### src/core/rsc_pkg.sv
package rsc_pkg;
    // ==========================================================
    // bus geometry and register word indices
    // ==========================================================
    localparam int RSC_ADR_W = 12;
    localparam int RSC_IDX_W = 10;
    localparam logic [9:0] RSC_IDX_SMC = 10'h0FF;
    localparam logic [9:0] RSC_IDX_CAUSE = 10'h0FE;

    // ==========================================================
    // field positions
    // ==========================================================
    localparam int RSC_SMC_EN_BIT = 7;
    localparam int RSC_SMC_STAT_BIT = 6;
    localparam int RSC_RC_PIN = 0;
    localparam int RSC_RC_POR = 1;
    localparam int RSC_RC_CLK = 2;
    localparam int RSC_RC_WDT = 3;
    localparam int RSC_RC_SW = 4;
    localparam int RSC_RC_CMP = 5;
    localparam int RSC_RC_MEM = 6;

    // ==========================================================
    // reset values
    // ==========================================================
    localparam logic RSC_SMC_EN_RST = 1'b1;
    localparam logic RSC_SUPPLY_SEL_POR = 1'b1;
    localparam logic [7:0] RSC_CAUSE_POR = 8'h02;
    localparam logic [7:0] RSC_FLAGS_RST = 8'h00;

    // ==========================================================
    // timing
    // ==========================================================
    localparam int RSC_CLK_MHZ = 125;
    localparam int RSC_CLK_LOSS_US = 100;
    localparam int RSC_CLK_LOSS_CYC = RSC_CLK_LOSS_US * RSC_CLK_MHZ;
    localparam logic [3:0] RSC_WDT_DIV = 4'hC;
    localparam logic [3:0] RSC_HOLD_CYC = 4'h8;

    typedef enum logic [1:0] {
        RSC_ST_RUN = 2'b01,
        RSC_ST_HOLD = 2'b10
    } rsc_state_t;
endpackage

### src/core/rsc_reset_source.sv
// Register access over Wishbone was decided locally.
`timescale 1ns/1ns
// Function
// - supply monitor enable bit 7; monitor resets only when also selected
// - bit 6 shows live supply monitor output, 1 above threshold
// - six low bits of monitor control read zero, writes ignored
// - low level on external reset pin holds device in reset
// - leaving a pin reset sets pin flag bit 0
// - enabled clock-loss detector resets after 100 us of stopped clock
// - clock-loss flag bit 2 reads 1 only after clock-loss reset
// - writing bit 2 enables or disables the clock-loss detector
// - internal resets other than supply leave reset pin undriven
// - writing 1 to bit 5 selects comparator as reset source
// - selected comparator holds reset while its output is low
// - comparator flag reads 1 only after comparator reset
// - after any reset watchdog enabled, ticking at clock over 12
// - watchdog expiry resets and sets flag bit 3
// - illegal code-space access of any kind causes reset
// - code-space error reset sets flag bit 6
// - writing 1 to bit 4 forces reset; bit reads 1 afterwards
// - power-on or supply reset sets flag bit 1
// - power-on flag clears others; other resets clear power-on flag
// - power-on and supply resets drive reset pin low
// - monitor enable forced on by power-on only, kept otherwise
module rsc_reset_source #(
    parameter int CLK_LOSS_CYCLES = rsc_pkg::RSC_CLK_LOSS_CYC
) (
    input wire logic clk_i,
    input wire logic rst_i,
    input wire logic [rsc_pkg::RSC_ADR_W-1:0] wb_adr_i,
    input wire logic [31:0] wb_dat_i,
    input wire logic [3:0] wb_sel_i,
    input wire logic wb_we_i,
    input wire logic wb_cyc_i,
    input wire logic wb_stb_i,
    output logic [31:0] wb_dat_o,
    output logic wb_ack_o,
    input wire logic supply_above_i,
    input wire logic rst_pin_n_i,
    output logic rst_pin_o,
    output logic rst_pin_oe_o,
    input wire logic mon_clk_i,
    input wire logic comparator_out_i,
    input wire logic wdt_expire_i,
    input wire logic wdt_disable_i,
    input wire logic code_access_illegal_i,
    output logic sys_rst_o,
    output logic supply_monitor_on_o,
    output logic wdt_enable_o,
    output logic wdt_tick_o
);
    import rsc_pkg::*;

    if (CLK_LOSS_CYCLES < 2 || CLK_LOSS_CYCLES > 65535) begin : g_chk
        $error("CLK_LOSS_CYCLES must lie in 2..65535");
    end

    // ==========================================================
    // state
    // ==========================================================
    rsc_state_t state_ff;
    logic [7:0] cause_ff;
    logic [7:0] flags_ff;
    logic [3:0] hold_ff;
    logic por_ff;
    logic supply_en_ff;
    logic supply_sel_ff;
    logic clk_en_ff;
    logic cmp_sel_ff;
    logic mon_prev_ff;
    logic [15:0] cl_cnt_ff;
    logic [3:0] div_ff;
    logic ack_ff;
    logic [31:0] dat_ff;
    logic sys_rst_ff;
    logic oe_ff;
    logic wdt_en_ff;
    logic tick_ff;

    // fixed priority: supply/power first, then pin, then internal events
    function automatic logic [7:0] rsc_pick(input logic [7:0] s);
        logic [7:0] r;
        r = 8'h00;
        if (s[RSC_RC_POR]) r[RSC_RC_POR] = 1'b1;
        else if (s[RSC_RC_PIN]) r[RSC_RC_PIN] = 1'b1;
        else if (s[RSC_RC_CLK]) r[RSC_RC_CLK] = 1'b1;
        else if (s[RSC_RC_MEM]) r[RSC_RC_MEM] = 1'b1;
        else if (s[RSC_RC_WDT]) r[RSC_RC_WDT] = 1'b1;
        else if (s[RSC_RC_CMP]) r[RSC_RC_CMP] = 1'b1;
        else if (s[RSC_RC_SW]) r[RSC_RC_SW] = 1'b1;
        return r;
    endfunction

    // ==========================================================
    // bus decode
    // ==========================================================
    wire [RSC_IDX_W-1:0] word_idx = wb_adr_i[RSC_ADR_W-1:2];
    wire hit_smc = (word_idx == RSC_IDX_SMC);
    wire hit_cause = (word_idx == RSC_IDX_CAUSE);
    wire req = wb_cyc_i & wb_stb_i;
    // write lands on the edge the master sees ack
    wire wr_fire = req & wb_we_i & ack_ff & wb_sel_i[0];
    // writes during reset are acked but dropped
    wire in_run = (state_ff == RSC_ST_RUN);
    wire wr_smc = wr_fire & hit_smc & in_run;
    wire wr_cause = wr_fire & hit_cause & in_run;
    wire [7:0] smc_rd = {supply_en_ff, supply_above_i, 6'h00};
    wire [7:0] cause_rd = {1'b0, flags_ff[6:0]};
    wire [7:0] rd_byte = hit_smc ? smc_rd : (hit_cause ? cause_rd : 8'h00);

    // ==========================================================
    // reset sources
    // ==========================================================
    wire supply_trip = supply_en_ff & supply_sel_ff & ~supply_above_i;
    wire cmp_trip = cmp_sel_ff & ~comparator_out_i;
    wire cl_evt = clk_en_ff & (cl_cnt_ff == 16'(CLK_LOSS_CYCLES));
    wire sw_force = wr_cause & wb_dat_i[RSC_RC_SW];
    wire [7:0] lvl_src = {2'b00, cmp_trip, 3'b000, supply_trip, ~rst_pin_n_i};
    wire [7:0] src = lvl_src
        | {1'b0, code_access_illegal_i, 1'b0, sw_force, wdt_expire_i, cl_evt, 2'b00};
    wire [7:0] pick = rsc_pick(src);
    wire any_src = |src;
    wire lvl_held = |(cause_ff & lvl_src);
    wire hold_done = (hold_ff == 4'h0);
    wire leave = (state_ff == RSC_ST_HOLD) & hold_done & ~lvl_held;
    wire enter = in_run & any_src;
    wire drive_pin = pick[RSC_RC_POR];

    // ==========================================================
    // sequencer
    // ==========================================================
    always_ff @(posedge clk_i) begin
        if (rst_i) begin
            state_ff <= RSC_ST_HOLD;
            cause_ff <= RSC_CAUSE_POR;
            hold_ff <= RSC_HOLD_CYC;
            por_ff <= 1'b1;
            sys_rst_ff <= 1'b1;
            oe_ff <= 1'b1;
        end else if (enter) begin
            state_ff <= RSC_ST_HOLD;
            cause_ff <= pick;
            hold_ff <= RSC_HOLD_CYC;
            sys_rst_ff <= 1'b1;
            oe_ff <= drive_pin;
        end else if (leave) begin
            state_ff <= RSC_ST_RUN;
            por_ff <= 1'b0;
            sys_rst_ff <= 1'b0;
            oe_ff <= 1'b0;
        end else if (!hold_done) begin
            hold_ff <= hold_ff - 4'h1;
        end
    end

    // flags only move at reset exit; power-on/supply cause carries bit 1 alone
    always_ff @(posedge clk_i) begin
        if (rst_i) begin
            flags_ff <= RSC_FLAGS_RST;
        end else if (leave) begin
            flags_ff <= cause_ff;
        end
    end

    // ==========================================================
    // software controls
    // ==========================================================
    always_ff @(posedge clk_i) begin
        if (rst_i) begin
            supply_en_ff <= RSC_SMC_EN_RST;
            supply_sel_ff <= RSC_SUPPLY_SEL_POR;
            clk_en_ff <= 1'b0;
            cmp_sel_ff <= 1'b0;
        end else if (leave) begin
            if (por_ff) supply_sel_ff <= RSC_SUPPLY_SEL_POR;
            clk_en_ff <= 1'b0;
            cmp_sel_ff <= 1'b0;
        end else begin
            if (wr_smc) supply_en_ff <= wb_dat_i[RSC_SMC_EN_BIT];
            if (wr_cause) begin
                supply_sel_ff <= wb_dat_i[RSC_RC_POR];
                clk_en_ff <= wb_dat_i[RSC_RC_CLK];
                cmp_sel_ff <= wb_dat_i[RSC_RC_CMP];
            end
        end
    end

    // ==========================================================
    // clock-loss detector: counts cycles the watched clock holds still
    // ==========================================================
    always_ff @(posedge clk_i) begin
        if (rst_i) begin
            mon_prev_ff <= 1'b0;
            cl_cnt_ff <= 16'h0000;
        end else begin
            mon_prev_ff <= mon_clk_i;
            if (!clk_en_ff || mon_clk_i != mon_prev_ff || !in_run) begin
                cl_cnt_ff <= 16'h0000;
            end else if (!cl_evt) begin
                cl_cnt_ff <= cl_cnt_ff + 16'h0001;
            end
        end
    end

    // ==========================================================
    // watchdog enable and divide-by-12 tick
    // ==========================================================
    always_ff @(posedge clk_i) begin
        if (rst_i) begin
            wdt_en_ff <= 1'b1;
            div_ff <= 4'h0;
            tick_ff <= 1'b0;
        end else begin
            if (leave) wdt_en_ff <= 1'b1;
            else if (wdt_disable_i) wdt_en_ff <= 1'b0;
            if (div_ff == RSC_WDT_DIV - 4'h1) begin
                div_ff <= 4'h0;
                tick_ff <= wdt_en_ff;
            end else begin
                div_ff <= div_ff + 4'h1;
                tick_ff <= 1'b0;
            end
        end
    end

    // ==========================================================
    // wishbone answer: ack one cycle after request, unmapped reads zero
    // ==========================================================
    always_ff @(posedge clk_i) begin
        if (rst_i) begin
            ack_ff <= 1'b0;
            dat_ff <= 32'h00000000;
        end else begin
            ack_ff <= req & ~ack_ff;
            if (req & ~ack_ff) dat_ff <= {24'h000000, rd_byte};
        end
    end

    assign wb_ack_o = ack_ff;
    assign wb_dat_o = dat_ff;
    assign rst_pin_o = 1'b0;
    assign rst_pin_oe_o = oe_ff;
    assign sys_rst_o = sys_rst_ff;
    assign supply_monitor_on_o = supply_en_ff;
    assign wdt_enable_o = wdt_en_ff;
    assign wdt_tick_o = tick_ff;
endmodule // rsc_reset_source

### config.mk
export PLATFORM = sky130hd
export DESIGN_NAME = rsc_reset_source
export DESIGN_NICKNAME = d
export VERILOG_FILES = /design/src/core/rsc_pkg.sv /design/src/core/rsc_reset_source.sv
export SDC_FILE = /design/constraint.sdc
export NUM_CORES = 1
export LEC_CHECK = 0
export ABC_AREA = 1
export BUFFER_PORTS_ARGS = -buffer_cell sky130_fd_sc_hd__buf_2
export CAP_MARGIN = 5
export CORE_MARGIN = 5
export CORE_UTILIZATION = 45
export CTS_BUF_LIST = sky130_fd_sc_hd__clkbuf_16
export DETAILED_ROUTE_END_ITERATION = 10
export PLACE_DENSITY_LB_ADDON = 0.3
export SLEW_MARGIN = 10
export SYNTH_ARGS = -nofsm -noshare
export SYNTH_HDL_FRONTEND = slang
export SYNTH_SLANG_ARGS = --single-unit
### constraint.sdc
create_clock -name clk_i -period 1.49 [get_ports clk_i]
set_input_delay 0.2235 -clock clk_i [delete_from_list [all_inputs] [get_ports clk_i]]
set_output_delay 0.2235 -clock clk_i [all_outputs]
set_load 0.1 [all_outputs]
==> results.json <==
{
  "leakage_nw": 1.75,
  "hold_viol": 0,
  "path_buf_inv": 2,
  "dp.cells": 545,
  "vias_per_cell": 4.70,
  "final_cells": 572,
  "vdd_ir_drop_max_mv": 0.969,
  "hold_path_class": "primary input to register",
  "slowest_delay_ns": 0.34,
  "worstPathMaxFanout": 6,
  "fin_crit_sh_pct": 101,
  "cts_buffers": 9,
  "pwr-share-comb_pct": 24.2,
  "rsz0062_at_grt": "true",
  "cp.arrival_ns": 1.76,
  "outcome": "finished with violations",
  "final_max_slew_viol_count": 0,
  "antenna_found_initial": 0,
  "slowest_stage": "dfxtp_2",
  "regToRegStartpoint": "cl_cnt_ff[0]",
  "num_vias": 2687,
  "grt_start_max_net_pins": 30,
  "crit_type": "register to register",
  "synth-seq-area-share_pct": 40.5,
  "drv_cap": 0,
  "holdPathStages": 2,
  "antennaDiodeCount": 0,
  "wl_per_cell_um": 11.9,
  "period_minus_slack_ns": 1.50,
  "dpl.hpwl_um": 4820,
  "cts_tree": "built",
  "remaining_drc_errors": 0,
  "power_mw": 4.99,
  "fmax_ghz": 0.668,
  "ys_top_cells_by_area": "dfxtp_1, nand2_1, nor2_1",
  "nNetsFinal": 555,
  "drive_gt1_share_pct": 32.1,
  "die_area_um2": 8070,
  "synth-seq-cells": 58,
  "crit_family": "simple AND/OR/NAND/NOR gates",
  "final-setup-viol-count": 5,
  "synth_area_per_cell_um2": 7.10,
  "die_x_um": 89.8,
  "ys_warn_count": 0,
  "num_io_pins": 99,
  "hold_start": "wdt_disable_i",
  "yosysTopAreaCellShare_pct": 40.5,
  "rows": 29,
  "post-synth-top-count-cell": "nand2_1",
  "pwr-share-seq_pct": 35.7,
  "grt_usage_pct": 16.6,
  "min_to": "wdt_enable_o",
  "holdBufCountCts": 0,
  "failed_checks": "setup timing",
  "clkTransAtPathRegs_ns": 0.05,
  "nFillCells": 561,
  "setup_ws_ns": -0.00770,
  "cp-start-kind": "register",
  "regArea_um2": 1180,
  "syn_inst": 404,
  "skew_ns": 0.00349,
  "reg2reg_depth": 8,
  "sw_frac_of_total_pct": 33.1,
  "multi_input_comb_area_um2": 1560,
  "required_ns": 1.76,
  "overflow": 0,
  "io_buffer_count": 41,
  "ant_nets": 0,
  "p_int_mw": 3.34,
  "drt_iter0_drc": 88,
  "gp_congestion": 0.828,
  "path_cells": "buf_6 -> ha_4 -> nand3_2 -> nor3_4 -> nand2_2 -> nor2_4 -> buf_4 -> o21a_1",
  "cp-end-kind": "register",
  "firstDrtPassIters": 4,
  "wirelength_um": 6820,
  "first_global_vias": 2651,
  "synth_cell_types": 32,
  "p_per_area_nw_per_um2": 1280,
  "p_sw_mw": 1.65,
  "dpl_worst_slack_ns": -0.0764,
  "core_um2": 6280,
  "worstReg2RegEnd": "cl_cnt_ff[10]",
  "clock_sinks": 58,
  "r2r_setup_slack_ns": -0.008,
  "synthArstFlopShare_pct": 0,
  "synth_edf_count": 0,
  "ys_top_cells_by_count": "nand2_1, nor2_1, dfxtp_1",
  "yosysTopAreaCell": "dfxtp_1",
  "syn_to_final_growth_pct": 35.5,
  "root_buffer": "clkbuf_16",
  "syn_area_um2": 2870,
  "die_h_um": 89.8,
  "htree_levels": 3,
  "grt_pass1_wl_um": 11200,
  "ys.flop_type": "dfxtp_1",
  "cts_buffer_depth": 2,
  "clk_latency_ns": 0.32,
  "start_util_pct": 45.7,
  "clockPowerShare_pct": 40.1
}
-- power by group through the flow --
stage | combinational, mW | clock, mW | sequential, mW
after CTS | 1.03 | 2.04 | 1.76
after detailed placement | 1.02 | 0 | 1.79
after floorplan | 0.689 | 0 | 1.97
after global placement | 1.01 | 0 | 1.79
after global routing | 1.31 | 2.13 | 1.80
final | 1.21 | 2.00 | 1.78
-- worst register-to-register path: cells and delay by family, from the launching register on --
family,cells,cell delay (ns)
AOI/OAI and AO/OA,1,0.10
adders and majority gates,1,0.13
buffers and inverters,2,0.26
DFF,1,0.34
and+or+nand+nor,4,0.60
-- state kept, by name, summed over array words and instances (netlist names), 2 cells and up --
signal,flops
hold_ff,4
cause_ff,7
div_ff,4
cl_cnt_ff,16
state_ff,2
wb_dat_o,8
flags_ff,7
-- stage by stage --
step	hold WS (ns)	util, %	cell area, µm²	TNS (ns)
global route	0.116	61.9	3890	-2.05
detailed placement	0.428	52.7	3310	-0.528
finish	0.107	61.9	3890	-0.0181
CTS	0.104	58.7	3680	0
floorplan	0.291	-	2980	0
global placement	0.425	52.7	3310	-0.348
-- cells in the final DEF, fill, tap and decap left out, types with 8 or more instances in the layout --
cell	synthesis	layout
nor3_1	14	13
nor2_1	59	53
o21ai_0	29	26
nand3_2	0	9
nand3_1	22	13
buf_4	25	38
inv_1	45	38
nor2_2	8	9
dfxtp_1	58	50
conb_1	1	25
nand2_1	73	66
clkbuf_16	0	10
buf_2	2	41
nor2_4	3	8
a21oi_1	32	31
-- logic make-up after synthesis --
| kind of cell | after synthesis | synth area share (%) |
|---|---|---|
| compound gates | 67 | 12.2 |
| simple gates | 191 | 29.7 |
| other cells | 1 | 0.131 |
| flops | 58 | 40.5 |
| xor+xnor | 3 | 0.916 |
| buf+inv | 79 | 14.3 |
| fa+ha+maj | 5 | 2.18 |
-- per-layer routing --
metal	wire (µm)	GRT usage, %
met4	66	3.78
met2	3690	31.0
met5	0	0
met1	2800	17.9
met3	260	5.51
-- area by class of cell --
cell class              count  share of cell area (%)
well taps                  77                    2.48
repair buffers             84                    14.9
clock inverters             7                    1.80
clock buffers               9                    5.80
multi-input cells         291                    40.2
flip-flops and latches     58                    30.3
inverters                  46                    4.54
-- how the worst max path moves through the flow --
stage                 start            end  cells after the start
2_1_floorplan      wb_ack_o    cause_ff[5]                     10
3_3_place_gp   cl_cnt_ff[0]     hold_ff[0]                     11
3_5_place_dp   cl_cnt_ff[1]     hold_ff[0]                     11
4_1_cts        cl_cnt_ff[1]  cl_cnt_ff[14]                      9
5_1_grt        cl_cnt_ff[8]    cause_ff[6]                     11
6_report       cl_cnt_ff[0]  cl_cnt_ff[10]                      8
-- timing repair --
item	CTS	global route
resized for setup	13	42
endpoints found under the setup margin	17	35
setup buffers	4	6
pin swaps	6	14
cloned	0	1
Power figures use the tool's default switching activity.
